==> src/core/dct_defs.vh <==
// Register offsets, field positions, codes and reset values of the timer pair
`ifndef DCT_DEFS_VH
`define DCT_DEFS_VH

// ----------------------------------------------------------------------
// Bank select and offsets inside the expanded bank
// ----------------------------------------------------------------------
`define DCT_BANK_D 4'hd
`define DCT_OFS_CTRL0 4'h0
`define DCT_OFS_CTRL1 4'h1
`define DCT_OFS_CTRL2 4'h2
`define DCT_OFS_CTRL3 4'h3
`define DCT_OFS_NRELH 4'h4
`define DCT_OFS_NRELL 4'h5
`define DCT_OFS_WRELL 4'h6
`define DCT_OFS_WHOLD 4'h7
`define DCT_OFS_WCAPL 4'h8
`define DCT_OFS_WCAPH 4'h9
`define DCT_OFS_NCAPL 4'ha
`define DCT_OFS_NCAPH 4'hb

// ----------------------------------------------------------------------
// Field positions
// ----------------------------------------------------------------------
`define DCT_EN_BIT 7
`define DCT_SINGLE_BIT 6
`define DCT_C1_PINSEL 7
`define DCT_C1_DEMOD 6
`define DCT_C1_LOGIC_HI 5
`define DCT_C1_LOGIC_LO 4
`define DCT_C1_SUB_HI 3
`define DCT_C1_SUB_LO 2
`define DCT_C1_INIT8 1
`define DCT_C1_INIT16 0

// ----------------------------------------------------------------------
// Codes
// ----------------------------------------------------------------------
`define DCT_LOG_AND 2'h0
`define DCT_LOG_OR 2'h1
`define DCT_LOG_NOR 2'h2
`define DCT_LOG_NAND 2'h3
`define DCT_SUB_NORMAL 2'h0
`define DCT_SUB_ALT 2'h1
`define DCT_SUB_FORCE0 2'h2
`define DCT_SUB_FORCE1 2'h3

// ----------------------------------------------------------------------
// Glitch widths in clock cycles, reset values
// ----------------------------------------------------------------------
`define DCT_GLITCH_W0 5'h01
`define DCT_GLITCH_W1 5'h04
`define DCT_GLITCH_W2 5'h08
`define DCT_GLITCH_W3 5'h10
`define DCT_CTRL_RST 8'h00
`define DCT_RELOAD_RST 8'h00
`define DCT_CAP_RST 8'h00
`define DCT_C3_LOW_ONES 5'h1f

`endif

==> src/core/dct_counter_timer.v <==
// Dual down-counting timer pair with transmit and demodulation modes
//
// What this block does
// - Timer registers live in expanded bank D
// - High-level narrow capture at offset 0BH
// - Low-level narrow capture at offset 0AH
// - Wide capture upper byte 09H, lower 08H
// - Writes to capture registers change nothing
// - Writable wide upper hold at offset 07H
// - Transmit: field picks AND/OR/NOR/NAND combine
// - Demodulation: same field picks detected edges
// - Submode: normal, alternate, force low, high
// - Demodulation: submode sets glitch filter width
// - Edge detector pulses positive or negative line
// - Narrow output starts at init, else complement
// - Wide output same, only normal or alternating
// - Rising-edge flag set, cleared by one
// - Falling-edge flag set, cleared by one
// - Narrow wrap to FFh is no timeout
// - Stop and flag clear act one cycle later
// - Demodulation counting starts at first edge
// - Later edges capture complemented count, narrow by polarity
`timescale 1ns/100ps
`default_nettype none
`include "dct_defs.vh"

module dct_counter_timer (
  // Clock, reset, enable
  input wire clk,
  input wire rst,
  input wire ce,
  // Register access from the core
  input wire [3:0] regBank,
  input wire [3:0] regAddr,
  input wire regWr,
  input wire regRd,
  input wire [7:0] regWrData,
  output reg [7:0] regRdData,
  // Capture input pins
  input wire captureInputPinA,
  input wire captureInputPinB,
  // Timer outputs
  output reg narrowTimerOutput,
  output reg wideTimerOutput,
  output reg combinedOutput,
  // Edge detector pulses
  output reg posEdgePulse,
  output reg negEdgePulse
);

  // --------------------------------------------------------------------
  // Functions
  // --------------------------------------------------------------------
  function [4:0] glitchLimit;
    input [1:0] code;
    case (code)
      2'h0: glitchLimit = `DCT_GLITCH_W0;
      2'h1: glitchLimit = `DCT_GLITCH_W1;
      2'h2: glitchLimit = `DCT_GLITCH_W2;
      default: glitchLimit = `DCT_GLITCH_W3;
    endcase
  endfunction

  function combine;
    input [1:0] code;
    input a;
    input b;
    case (code)
      `DCT_LOG_AND: combine = a & b;
      `DCT_LOG_OR: combine = a | b;
      `DCT_LOG_NOR: combine = ~(a | b);
      default: combine = ~(a & b);
    endcase
  endfunction

  // --------------------------------------------------------------------
  // Registers
  // --------------------------------------------------------------------
  reg [7:0] ctrl0_q, ctrl1_q, ctrl2_q;
  reg [2:0] ctrl3_q;
  reg [7:0] narrowRelH_q, narrowRelL_q, wideRelL_q, wideHold_q;
  reg [7:0] wideCapL_q, wideCapH_q, narrowCapL_q, narrowCapH_q;
  reg riseFlag_q, fallFlag_q;
  reg stopNarrowPend_q, stopWidePend_q, clrRisePend_q, clrFallPend_q;
  reg pinA1_q, pinA2_q, pinB1_q, pinB2_q;
  reg filtLvl_q, prevLvl_q;
  reg [4:0] glitchCnt_q;
  reg narrowRun_q, narrowStarted_q, narrowArmed_q;
  reg wideRun_q, wideStarted_q, wideArmed_q;
  reg [7:0] narrowCnt_q;
  reg [15:0] wideCnt_q;
  reg narrowLvl_q, wideLvl_q;

  wire bankHit = (regBank == `DCT_BANK_D);
  wire wrHit = ce & regWr & bankHit;
  wire demod = ctrl1_q[`DCT_C1_DEMOD];
  wire [1:0] logicSel = ctrl1_q[`DCT_C1_LOGIC_HI:`DCT_C1_LOGIC_LO];
  wire [1:0] subSel = ctrl1_q[`DCT_C1_SUB_HI:`DCT_C1_SUB_LO];
  wire pingPong = ~demod & (subSel == `DCT_SUB_ALT);
  wire syncIn = ctrl1_q[`DCT_C1_PINSEL] ? pinB2_q : pinA2_q;
  wire posEdge = filtLvl_q & ~prevLvl_q;
  wire negEdge = ~filtLvl_q & prevLvl_q;
  wire risePick = posEdge & logicSel[0];
  wire fallPick = negEdge & logicSel[1];
  wire edgeHit = risePick | fallPick;
  wire [15:0] wideReload = {wideHold_q, wideRelL_q};

  // --------------------------------------------------------------------
  // Input synchroniser, glitch filter, edge detector
  // --------------------------------------------------------------------
  always @(posedge clk or posedge rst) begin
    if (rst) begin
      pinA1_q <= 1'b0;
      pinA2_q <= 1'b0;
      pinB1_q <= 1'b0;
      pinB2_q <= 1'b0;
      filtLvl_q <= 1'b0;
      prevLvl_q <= 1'b0;
      glitchCnt_q <= 5'h00;
      posEdgePulse <= 1'b0;
      negEdgePulse <= 1'b0;
    end else if (ce) begin
      pinA1_q <= captureInputPinA;
      pinA2_q <= pinA1_q;
      pinB1_q <= captureInputPinB;
      pinB2_q <= pinB1_q;
      prevLvl_q <= filtLvl_q;
      posEdgePulse <= demod & risePick;
      negEdgePulse <= demod & fallPick;
      // Level must hold for the full width before it is believed
      if (syncIn == filtLvl_q) begin
        glitchCnt_q <= 5'h00;
      end else if (glitchCnt_q + 5'h01 >= glitchLimit(subSel)) begin
        filtLvl_q <= syncIn;
        glitchCnt_q <= 5'h00;
      end else begin
        glitchCnt_q <= glitchCnt_q + 5'h01;
      end
    end
  end

  // --------------------------------------------------------------------
  // Register writes, flags and deferred stop/clear
  // --------------------------------------------------------------------
  always @(posedge clk or posedge rst) begin
    if (rst) begin
      ctrl0_q <= `DCT_CTRL_RST;
      ctrl1_q <= `DCT_CTRL_RST;
      ctrl2_q <= `DCT_CTRL_RST;
      ctrl3_q <= 3'h0;
      narrowRelH_q <= `DCT_RELOAD_RST;
      narrowRelL_q <= `DCT_RELOAD_RST;
      wideRelL_q <= `DCT_RELOAD_RST;
      wideHold_q <= `DCT_RELOAD_RST;
      riseFlag_q <= 1'b0;
      fallFlag_q <= 1'b0;
      stopNarrowPend_q <= 1'b0;
      stopWidePend_q <= 1'b0;
      clrRisePend_q <= 1'b0;
      clrFallPend_q <= 1'b0;
    end else if (ce) begin
      stopNarrowPend_q <= 1'b0;
      stopWidePend_q <= 1'b0;
      clrRisePend_q <= 1'b0;
      clrFallPend_q <= 1'b0;
      // A set in the same cycle as the clear wins
      if (clrRisePend_q) riseFlag_q <= 1'b0;
      if (clrFallPend_q) fallFlag_q <= 1'b0;
      if (demod & risePick) riseFlag_q <= 1'b1;
      if (demod & fallPick) fallFlag_q <= 1'b1;
      if (wrHit) begin
        case (regAddr)
          `DCT_OFS_CTRL0: begin
            ctrl0_q <= regWrData;
            stopNarrowPend_q <= ~regWrData[`DCT_EN_BIT];
          end
          `DCT_OFS_CTRL1: begin
            ctrl1_q[7:2] <= regWrData[7:2];
            if (demod) begin
              clrRisePend_q <= regWrData[`DCT_C1_INIT8];
              clrFallPend_q <= regWrData[`DCT_C1_INIT16];
            end else begin
              ctrl1_q[1:0] <= regWrData[1:0];
            end
          end
          `DCT_OFS_CTRL2: begin
            ctrl2_q <= regWrData;
            stopWidePend_q <= ~regWrData[`DCT_EN_BIT];
          end
          `DCT_OFS_CTRL3: ctrl3_q <= regWrData[7:5];
          `DCT_OFS_NRELH: narrowRelH_q <= regWrData;
          `DCT_OFS_NRELL: narrowRelL_q <= regWrData;
          `DCT_OFS_WRELL: wideRelL_q <= regWrData;
          `DCT_OFS_WHOLD: wideHold_q <= regWrData;
          default: ;
        endcase
      end
    end
  end

  // --------------------------------------------------------------------
  // Timers
  // --------------------------------------------------------------------
  // Enable bits start a timer at once; their clearing acts a cycle later
  // so a status clear in the same write never races the stop.
  always @(posedge clk or posedge rst) begin
    if (rst) begin
      narrowRun_q <= 1'b0;
      narrowStarted_q <= 1'b0;
      narrowArmed_q <= 1'b0;
      wideRun_q <= 1'b0;
      wideStarted_q <= 1'b0;
      wideArmed_q <= 1'b0;
      narrowCnt_q <= 8'h00;
      wideCnt_q <= 16'h0000;
      narrowLvl_q <= 1'b0;
      wideLvl_q <= 1'b0;
      narrowCapL_q <= `DCT_CAP_RST;
      narrowCapH_q <= `DCT_CAP_RST;
      wideCapL_q <= `DCT_CAP_RST;
      wideCapH_q <= `DCT_CAP_RST;
    end else if (ce) begin
      if (wrHit && regAddr == `DCT_OFS_CTRL0 && regWrData[`DCT_EN_BIT]) begin
        narrowRun_q <= 1'b1;
      end
      if (wrHit && regAddr == `DCT_OFS_CTRL2 && regWrData[`DCT_EN_BIT]) begin
        wideRun_q <= 1'b1;
      end
      // Narrow timer
      if (stopNarrowPend_q) begin
        narrowRun_q <= 1'b0;
        narrowStarted_q <= 1'b0;
        narrowArmed_q <= 1'b0;
      end else if (narrowRun_q & demod) begin
        if (!narrowArmed_q) begin
          if (edgeHit) begin
            narrowArmed_q <= 1'b1;
            narrowCnt_q <= narrowRelH_q;
          end
        end else if (edgeHit) begin
          if (fallPick) begin
            narrowCapH_q <= ~narrowCnt_q;
          end else begin
            narrowCapL_q <= ~narrowCnt_q;
          end
          narrowCnt_q <= narrowRelH_q;
        end else begin
          // Plain wrap, never a timeout
          narrowCnt_q <= narrowCnt_q - 8'h01;
        end
      end else if (narrowRun_q) begin
        if (!narrowStarted_q) begin
          narrowStarted_q <= 1'b1;
          narrowLvl_q <= ctrl1_q[`DCT_C1_INIT8];
          narrowCnt_q <= ctrl1_q[`DCT_C1_INIT8] ? narrowRelH_q : narrowRelL_q;
        end else if (narrowCnt_q == 8'h00) begin
          narrowLvl_q <= ~narrowLvl_q;
          narrowCnt_q <= narrowLvl_q ? narrowRelL_q : narrowRelH_q;
          if (pingPong) begin
            narrowRun_q <= 1'b0;
            narrowStarted_q <= 1'b0;
            wideRun_q <= 1'b1;
            wideStarted_q <= 1'b0;
          end else if (ctrl0_q[`DCT_SINGLE_BIT]) begin
            narrowRun_q <= 1'b0;
            narrowStarted_q <= 1'b0;
          end
        end else begin
          narrowCnt_q <= narrowCnt_q - 8'h01;
        end
      end else begin
        narrowLvl_q <= ~ctrl1_q[`DCT_C1_INIT8];
        narrowStarted_q <= 1'b0;
        narrowArmed_q <= 1'b0;
      end
      // Wide timer
      if (stopWidePend_q) begin
        wideRun_q <= 1'b0;
        wideStarted_q <= 1'b0;
        wideArmed_q <= 1'b0;
      end else if (wideRun_q & demod) begin
        if (!wideArmed_q) begin
          if (edgeHit) begin
            wideArmed_q <= 1'b1;
            wideCnt_q <= wideReload;
          end
        end else if (edgeHit) begin
          wideCapH_q <= ~wideCnt_q[15:8];
          wideCapL_q <= ~wideCnt_q[7:0];
          wideCnt_q <= wideReload;
        end else begin
          wideCnt_q <= wideCnt_q - 16'h0001;
        end
      end else if (wideRun_q) begin
        if (!wideStarted_q) begin
          wideStarted_q <= 1'b1;
          wideLvl_q <= ctrl1_q[`DCT_C1_INIT16];
          wideCnt_q <= wideReload;
        end else if (wideCnt_q == 16'h0000) begin
          wideLvl_q <= ~wideLvl_q;
          wideCnt_q <= wideReload;
          if (pingPong) begin
            wideRun_q <= 1'b0;
            wideStarted_q <= 1'b0;
            narrowRun_q <= 1'b1;
            narrowStarted_q <= 1'b0;
          end else if (ctrl2_q[`DCT_SINGLE_BIT]) begin
            wideRun_q <= 1'b0;
            wideStarted_q <= 1'b0;
          end
        end else begin
          wideCnt_q <= wideCnt_q - 16'h0001;
        end
      end else begin
        wideLvl_q <= ~ctrl1_q[`DCT_C1_INIT16];
        wideStarted_q <= 1'b0;
        wideArmed_q <= 1'b0;
      end
    end
  end

  // --------------------------------------------------------------------
  // Outputs and read data
  // --------------------------------------------------------------------
  // Force codes act in transmit only and override the wide timer level only
  wire forceLow = ~demod & (subSel == `DCT_SUB_FORCE0);
  wire forceHigh = ~demod & (subSel == `DCT_SUB_FORCE1);
  wire wideOutNext = (wideLvl_q | forceHigh) & ~forceLow;

  always @(posedge clk or posedge rst) begin
    if (rst) begin
      narrowTimerOutput <= 1'b0;
      wideTimerOutput <= 1'b0;
      combinedOutput <= 1'b0;
      regRdData <= 8'h00;
    end else if (ce) begin
      narrowTimerOutput <= narrowLvl_q;
      wideTimerOutput <= wideOutNext;
      combinedOutput <= combine(logicSel, narrowLvl_q, wideOutNext);
      if (regRd & bankHit) begin
        case (regAddr)
          `DCT_OFS_CTRL0: regRdData <= ctrl0_q;
          `DCT_OFS_CTRL1: regRdData <= demod ?
              {ctrl1_q[7:2], riseFlag_q, fallFlag_q} : ctrl1_q;
          `DCT_OFS_CTRL2: regRdData <= ctrl2_q;
          `DCT_OFS_CTRL3: regRdData <= {ctrl3_q, `DCT_C3_LOW_ONES};
          `DCT_OFS_NRELH: regRdData <= narrowRelH_q;
          `DCT_OFS_NRELL: regRdData <= narrowRelL_q;
          `DCT_OFS_WRELL: regRdData <= wideRelL_q;
          `DCT_OFS_WHOLD: regRdData <= wideHold_q;
          `DCT_OFS_WCAPL: regRdData <= wideCapL_q;
          `DCT_OFS_WCAPH: regRdData <= wideCapH_q;
          `DCT_OFS_NCAPL: regRdData <= narrowCapL_q;
          `DCT_OFS_NCAPH: regRdData <= narrowCapH_q;
          default: regRdData <= 8'h00;
        endcase
      end
    end
  end

endmodule // dct_counter_timer
`default_nettype wire

==> config.mk <==
export PLATFORM = sky130hd
export DESIGN_NAME = dct_counter_timer
export DESIGN_NICKNAME = d
export VERILOG_FILES = /design/src/core/dct_counter_timer.v
export VERILOG_INCLUDE_DIRS = /design/src /design/src/core
export SDC_FILE = /design/constraint.sdc
export NUM_CORES = 1
export LEC_CHECK = 0
export BUFFER_PORTS_ARGS = -buffer_cell sky130_fd_sc_hd__buf_2
export CORE_MARGIN = 1.5
export CORE_UTILIZATION = 34
export DETAILED_ROUTE_END_ITERATION = 8
export GPL_ROUTABILITY_DRIVEN = 0
export GPL_TIMING_DRIVEN = 1
export SLEW_MARGIN = 0
export SYNTH_ARGS = -nofsm -noshare
export SYNTH_HDL_FRONTEND = slang
export SYNTH_SLANG_ARGS = --single-unit
==> constraint.sdc <==
create_clock -name clk -period 14.1 [get_ports clk]
set_clock_uncertainty 0.1 [all_clocks]
set_input_delay 2.115 -clock clk [delete_from_list [all_inputs] [get_ports clk]]
set_output_delay 2.115 -clock clk [all_outputs]
set_load 0.005 [all_outputs]
After elaboration in Yosys (flattened, before gate mapping)
Index checks and enable logic that the tools add are counted.
{ "classes": {"addsub": 3, "n_reduce_logical": 35, "n_mux": 108, "n_bitwise": 39, "eq_ne": 24, "order_cmp": 1} }
{ "op_table": {"columns": ["operator", "count"], "rows": [
  ["$mux W16", 7],
  ["$pmux W8 S12", 1],
  ["$mux W1", 84],
  ["$mux W8", 9],
  ["$reduce_and A3 Y1", 9],
  ["$not A8 Y8", 3],
  ["$eq A4 B4 Y1 const B", 5],
  ["$mux W5", 4],
  ["$reduce_and A4 Y1", 5],
  ["$not A1 Y1", 17],
  ["$and A1 B1 Y1", 16],
  ["$eq A4 B3 Y1 const B", 4],
  ["$logic_not A16 Y1", 1],
  ["$sub A16 B1 Y16 const B", 1],
  ["$pmux W5 S3", 1],
  ["$ne A3 B2 Y1 const B", 4],
  ["$reduce_and A6 Y1", 2],
  ["$reduce_and A2 Y1", 5],
  ["$eq A4 B2 Y1 const B", 2],
  ["$logic_not A8 Y1", 1],
  ["$reduce_bool A2 Y1", 4],
  ["$sub A8 B1 Y8 const B", 1],
  ["$mux W7", 1],
  ["$eq A2 B2 Y1 const B", 3],
  ["12 further kinds", 20]
]} }
{ "word_totals": {"word_cells": 252, "regBits": 153, "inputBits": 23} }

Depth between registers and ports, before layout
Gate-level depths: netlist (run 1).
{ "depth": {"word_depth": 18, "ltp_mapped": 8, "ltp_nobuf": 8} }

Least setup slack after synthesis (run 1)
No wires, ideal clock.
{ "synth_path": {"path_type": "input port to flip-flop", "from": "input ce", "to": "register wideHold_q[0]", "stages": 6, "arrival_time_ps": 3512, "setup_time_ps": 125, "n_path_buf": 1, "setup_slack_ps": 10364, "cell_sequence": "buf_2 and4b_1 and2_1 nand2_1 nor2_1 mux2_2"} }
{ "synth_between": {"elab_chain_cells": 3} }
{ "synth_lines": {"columns": ["element", "line_no", "source"], "rows": [
  ["from (decl)", "dct_counter_timer.v:31", "input wire ce,"],
  ["$and A1 B1 Y1 (2 in series)", "dct_counter_timer.v:95", "wire wrHit = ce & regWr & bankHit;"],
  ["$reduce_and A3 Y1 (no line) *", null, null],
  ["to (signal assigned)", "dct_counter_timer.v:154", "wideHold_q <= `DCT_RELOAD_RST;"],
  ["to (signal assigned)", "dct_counter_timer.v:194", "`DCT_OFS_WHOLD: wideHold_q <= regWrData;"],
  ["to (decl)", "dct_counter_timer.v:81", "reg [7:0] narrowRelH_q, narrowRelL_q, wideRelL_q, wideHold_q;"]
]} }
Every way passes the cells marked *; elsewhere a longest branch is shown, timed or not.
A chain may end at the register's enable or synchronous reset.

Worst setup path in the final report (run 1)
{ "layout_path": {"from": "input regAddr[2]", "to": "register wideHold_q[1]"} }
{ "layout_between": {"elab_chain_cells": 2} }
{ "layout_lines": {"columns": ["element", "line_no", "source"], "rows": [
  ["from (decl)", "dct_counter_timer.v:34", "input wire [3:0] regAddr,"],
  ["$eq A4 B3 Y1", "dct_counter_timer.v:172", "case (regAddr)"],
  ["$reduce_and A3 Y1 (no line)", null, null]
]} }
Every way passes these cells.

==> impl_metrics.env, run 1 <==
export IMPL_critPathLaunchType="input port"
export IMPL_avgSynthCellArea_sq_um=10.2
export IMPL_syn_to_final_growth_pct=11.3
export IMPL_cts_max_level=4
export IMPL_synth_xor_area_share=0.00732
export IMPL_core_sq_um=24200
export IMPL_totalWireLength_um=23800
export IMPL_synth_distinct_cells=78
export IMPL_grtUsageMet2=0.300
export IMPL_synthSimpleGateAreaFrac=0.158
export IMPL_cts_resized=0
export IMPL_arrival_ps=4520
export IMPL_ctsHoldBuffers=0
export IMPL_cts_tree="done"
export IMPL_grt_pass1_wl_um=38000
export IMPL_finalHoldViolCount=0
export IMPL_status="finished, final reports clean"
export IMPL_cts_buffer_depth=2
export IMPL_viasPerCell=5.69
export IMPL_num_vias=6628
export IMPL_postRouteAntennaNets=0
export IMPL_die_w_um=160
export IMPL_ys_async_sr_fraction=1.00
export IMPL_synth_top_family_by_area="compound AO/OA/AOI/OAI gates"
export IMPL_die_h_um=160
export IMPL_slew_limit_headroom=0.213
export IMPL_crit_family="simple AND/OR/NAND/NOR gates"
export IMPL_n_antenna_cell=0
export IMPL_yosysSeqAreaShare=0.457
export IMPL_setup_slack_ps=9790
export IMPL_io_buffers=35
export IMPL_path_buf_inv=1
export IMPL_use_met3=0.0325
export IMPL_layout_common_cells="dfrtp_1, nand2_1, o21ai_0, mux2_2, nor2_1"
export IMPL_max_cap_violations=0
export IMPL_synth_main_ff_cell="dfrtp_1"
export IMPL_synthCells=823
export IMPL_critPathMaxFanout=28
export IMPL_min_path_type="flop to flop"
export IMPL_grt_pass1_vias=6420
export IMPL_antenna_found_initial=1
export IMPL_grtUsageTotal=0.192
export IMPL_p_per_area_nw_per_um2=133
export IMPL_p_leak_nw=3.93
export IMPL_met1_usage=0.273
export IMPL_synth_fp_nets=855
export IMPL_slowest_delay_ps=630
export IMPL_synth_edff_count=0
export IMPL_initialDrtViolationCount=765
export IMPL_cp_required_ps=14310
export IMPL_setup_violations=0
export IMPL_grt_start_max_net_pins=80
export IMPL_route_detailed_wl_per_inst_um=20.4
export IMPL_rows=57
export IMPL_slew_viol_final=0
export IMPL_cp_slowest_cell="nor2b_1"
export IMPL_pin_count=36
export IMPL_post_cts_buffers=0
export IMPL_dpl_instance_area_sq_um=8740
export IMPL_nNetsFinal=860
export IMPL_ir_drop_uv=86.9
export IMPL_die_area_sq_um=25600
export IMPL_dr_pass1_iters=6
export IMPL_period_needed_ps=4310
export IMPL_synth_mux_area_frac=0.144
export IMPL_drc_errors=0
export IMPL_place_ws_ps=9430
export IMPL_tightest_slew_ps=1180
export IMPL_synth_compound_area_frac=0.180
export IMPL_layout_commonest_cell="dfrtp_1"
export IMPL_cts_root_buf="clkbuf_16"
export IMPL_critPathKind="input port to flop"
export IMPL_synth_seq_cells=153
export IMPL_drive_gt1_frac=0.188
export IMPL_cts_buffers=17
export IMPL_cts_num_sinks=153
export IMPL_fmax_ghz=0.232
export IMPL_ys_warn_count=0
export IMPL_grt_busiest_layer="met2"
export IMPL_overflow=0
export IMPL_critPathCaptureType="flop"
export IMPL_post_dp_hpwl_um=16900
export IMPL_final_area_sq_um=9330
export IMPL_syn_area_sq_um=8380
export IMPL_clkTransAtPathRegs_ps=60
export IMPL_fin_crit_sh=0.306
export IMPL_fin_setup_tns_ps=0
export IMPL_synth_adder_area_share=0.0146
export IMPL_insertion_delay_ps=430
export IMPL_rsz0062_at_grt="false"
export IMPL_crit_chain="buf_2 > nor2b_1 > nand2_1 > nor2_1 > mux2_2"
export IMPL_start_util=0.345
-- registers in the layout, summed over array words and instances, names as in the netlist, 3 cells and up --
register / count
wideCnt_q: 16
ctrl0_q: 8
ctrl1_q: 8
ctrl2_q: 8
narrowCapH_q: 8
narrowCapL_q: 8
narrowCnt_q: 8
narrowRelH_q: 8
narrowRelL_q: 8
regRdData: 8
wideCapH_q: 8
wideCapL_q: 8
wideHold_q: 8
wideRelL_q: 8
glitchCnt_q: 5
ctrl3_q: 3
-- layer usage --
metal  wire length (um)  vias to the layer above
met5                 13                        -
met4                398                        2
met3               1020                       28
met2              10900                      195
met1              11500                     3316
li1                   -                     3087
-- area by class of cell --
type	instances	area [sq um]
Clock buffer	21	470
Clock inverter	11	120
Fill cell	2408	14900
Inverter	22	87.6
Multi-Input combinational cell	597	4220
Sequential cell	153	3830
Tap cell	324	405
Timing Repair Buffer	37	190
-- logic make-up (layout without fill, tap and decap cells) --
group	Yosys count	in the layout
AOI/OAI and AO/OA	220	220
DFF	153	153
and+or+nand+nor	251	251
adders and majority gates	10	10
muxes	109	109
buffers and inverters	73	91
xor gates and xnor gates	7	7
-- through the flow --
step / power [mW] / instances / hold WS (ps) / util
floorplan: 0.724 / 823 / 342 / -
global placement: 0.784 / 1133 / 363 / 0.360
detailed placement: 0.788 / 1133 / 368 / 0.360
CTS: 1.25 / 1165 / 382 / 0.385
global route: 1.30 / 1165 / 404 / 0.385
finish: 1.24 / 1165 / 376 / 0.385
-- synth_stat cells (9+ instances only) --
| master | number | area (sq um) |
|---|---|---|
| clkbuf_1 | 25 | 93.8 |
| nand3_1 | 26 | 130 |
| nor2_1 | 38 | 143 |
| inv_1 | 22 | 82.6 |
| buf_2 | 10 | 50.1 |
| nand2b_1 | 14 | 87.6 |
| mux2_2 | 70 | 788 |
| mux2i_1 | 37 | 370 |
| nand2_1 | 83 | 312 |
| nor3_1 | 13 | 65.1 |
| o21ai_0 | 77 | 385 |
| nor2b_1 | 10 | 62.6 |
| a21oi_1 | 29 | 145 |
| nor4_1 | 11 | 68.8 |
| buf_1 | 11 | 41.3 |
| dfrtp_1 | 153 | 3830 |
| ha_1 | 9 | 113 |
-- path summary, 6_finish.rpt --
check                                 from         endpoint  slack, ps  cells past startpoint
min in group asynchronous              rst   glitchCnt_q[1]       1700                      2
setup reg to reg                ctrl1_q[6]    wideCapL_q[6]      11200                      4
setup / recovery                regAddr[2]    wideHold_q[1]       9790                      5
max in group asynchronous              rst    wideRelL_q[5]      10720                      3
hold / removal             narrowCapH_q[7]  narrowCapH_q[7]        380                      2
hold reg to reg            narrowCapH_q[7]  narrowCapH_q[7]        380                      2
-- report_power, final --
group	leakage, nW	internal (mW)	switching, mW
clock	0.285	0.274	0.187
combinational	1.64	0.0944	0.118
sequential	2.01	0.483	0.0869
-- tightest hold or removal path: cells and delay by family, from the launching register on --
kind / cells / cell delay (ps)
AO/OA/AOI/OAI: 1 / 60
flip-flops: 1 / 330
AND/OR/NAND/NOR: 1 / 50
Note: power is estimated with default switching activity, not from simulation.
==> run 2, diff against run 1 <==
clock period = 3.56 ns   (was 14.1 ns; I/O delays follow)
==> run 2 against run 1 <==
Via count increased by 2.1%. Count of clock-buffer cells in the layout decreased by 2. Critical endpoint is now glitchCnt_q[2]. Final area increased by 1.4%. Worst hold slack got worse by 260 ps. Combinational power increased to 4.0 times the previous value.
==> impl_metrics.env, run 2 (synthesized netlist as in run 1, its figures left out) <==
export IMPL_status="finished, final reports clean"
export IMPL_cts_resized=0
export IMPL_crit_family="simple AND/OR/NAND/NOR gates"
export IMPL_critPathKind="flop to flop"
export IMPL_critPathCaptureType="flop"
export IMPL_setup_slack_ps=986
export IMPL_slowest_delay_ps=530
export IMPL_critPathLaunchType="flop"
export IMPL_fin_cells=1180
export IMPL_route_detailed_wl_per_inst_um=20.9
export IMPL_die_h_um=160
export IMPL_n_antenna_cell=0
export IMPL_syn_to_final_growth_pct=12.9
export IMPL_viasPerCell=5.73
export IMPL_fin_setup_tns_ps=0
export IMPL_io_buffers=35
export IMPL_cts_buffer_depth=2
export IMPL_largest_reg_flops=16
export IMPL_fmax_ghz=0.389
export IMPL_die_area_sq_um=25600
export IMPL_drive_gt1_frac=0.202
export IMPL_grt_pass1_vias=6692
export IMPL_rows=57
export IMPL_cts_buffers=17
export IMPL_final_area_sq_um=9460
export IMPL_grt_start_max_net_pins=82
export IMPL_cp_required_ps=3840
export IMPL_reg2reg_from="ctrl1_q[2]"
export IMPL_drc_errors=0
export IMPL_grt_pass1_wl_um=39200
export IMPL_rsz0062_at_grt="false"
export IMPL_start_util=0.345
export IMPL_tightest_slew_ps=1230
export IMPL_crit_chain="nor2b_1 > inv_1 > ha_1 > nor4b_1 > o21bai_1 > a2111o_1 > nor3b_1 > a21o_1"
export IMPL_layout_commonest_cell="dfrtp_1"
export IMPL_ir_drop_uv=289
export IMPL_place_ws_ps=964
export IMPL_num_vias=6766
export IMPL_grtUsageTotal=0.199
export IMPL_critPathMaxFanout=7
export IMPL_min_path_type="input port to async pin"
export IMPL_cp_startpoint="ctrl1_q[2]"
export IMPL_cp_slowest_cell="dfrtp_1"
export IMPL_p_per_area_nw_per_um2=522
export IMPL_dr_pass1_iters=6
export IMPL_whs_ps=115
export IMPL_core_sq_um=24200
export IMPL_overflow=0
export IMPL_cts_max_level=4
export IMPL_pin_count=36
export IMPL_post_cts_buffers=0
export IMPL_dpl_instance_area_sq_um=8870
export IMPL_clkTransAtPathRegs_ps=70
export IMPL_ctsHoldBuffers=0
export IMPL_largest_register="wideCnt_q"
export IMPL_insertion_delay_ps=430
export IMPL_fin_crit_sh=0.723
export IMPL_cts_root_buf="clkbuf_16"
export IMPL_nNetsFinal=875
export IMPL_placedCellCount=1148
export IMPL_post_dp_hpwl_um=17600
export IMPL_cts_num_sinks=153
export IMPL_arrival_ps=2850
export IMPL_totalWireLength_um=24700
export IMPL_die_w_um=160
export IMPL_postRouteAntennaNets=0
export IMPL_finalHoldViolCount=0
export IMPL_antenna_found_initial=0
export IMPL_layout_common_cells="dfrtp_1, nand2_1, o21ai_0, mux2_2, nor2_1"
export IMPL_period_needed_ps=2570
export IMPL_setup_violations=0
export IMPL_cts_tree="done"
export IMPL_p_leak_nw=4.00
export IMPL_path_buf_inv=1
export IMPL_slew_viol_final=0
export IMPL_slew_limit_headroom=0.174
export IMPL_initialDrtViolationCount=712
export IMPL_max_cap_violations=0
run 2: final timing paths:
path / depth (start not counted) / endpoint / slack [ps]
min in group clk: 2 / pinA1_q / 230
worst max register to register: 8 / glitchCnt_q[2] / 990
worst min-delay path: 3 / wideTimerOutput / 120
worst min register to register: 1 / posEdgePulse / 380
worst max-delay path: 8 / glitchCnt_q[2] / 990
max in group asynchronous: 3 / wideCnt_q[1] / 2830
run 2: routing by layer:
metal / GRT usage / vias to the layer above / routed length, um
met1: 0.279 / 3318 / 11200
met4: 0.0794 / 0 / 795
met5: 0 / - / 0
met3: 0.0436 / 54 / 1680
li1: - / 3113 / -
met2: 0.299 / 281 / 11000
run 2: worst min-delay path, delay by kind of cell:
| kind | cells | cell delay, ps |
|---|---|---|
| buf+inv | 3 | 530 |
run 2: layout make-up:
class,count,area [sq um]
timing repair buffer,52,328
fill,2418,14800
clock inverter,13,143
clock buffer,19,443
inverter,22,86.3
tap,324,405
sequential,153,3830
multi-input combinational,597,4220
run 2: metrics by stage:
stage / util / total power [mW]
after floorplan: - / 2.87
after global placement: 0.366 / 3.12
after detailed placement: 0.366 / 3.13
after CTS: 0.390 / 4.95
after global routing: 0.390 / 5.18
final: 0.390 / 4.94
run 2: report_power, final:
| group | internal, mW | switching (mW) | leakage (nW) |
|---|---|---|---|
| registers | 1.91 | 0.351 | 2.01 |
| clock network | 1.05 | 0.762 | 0.272 |
| logic | 0.384 | 0.473 | 1.72 |
| total | 3.35 | 1.59 | 4.00 |
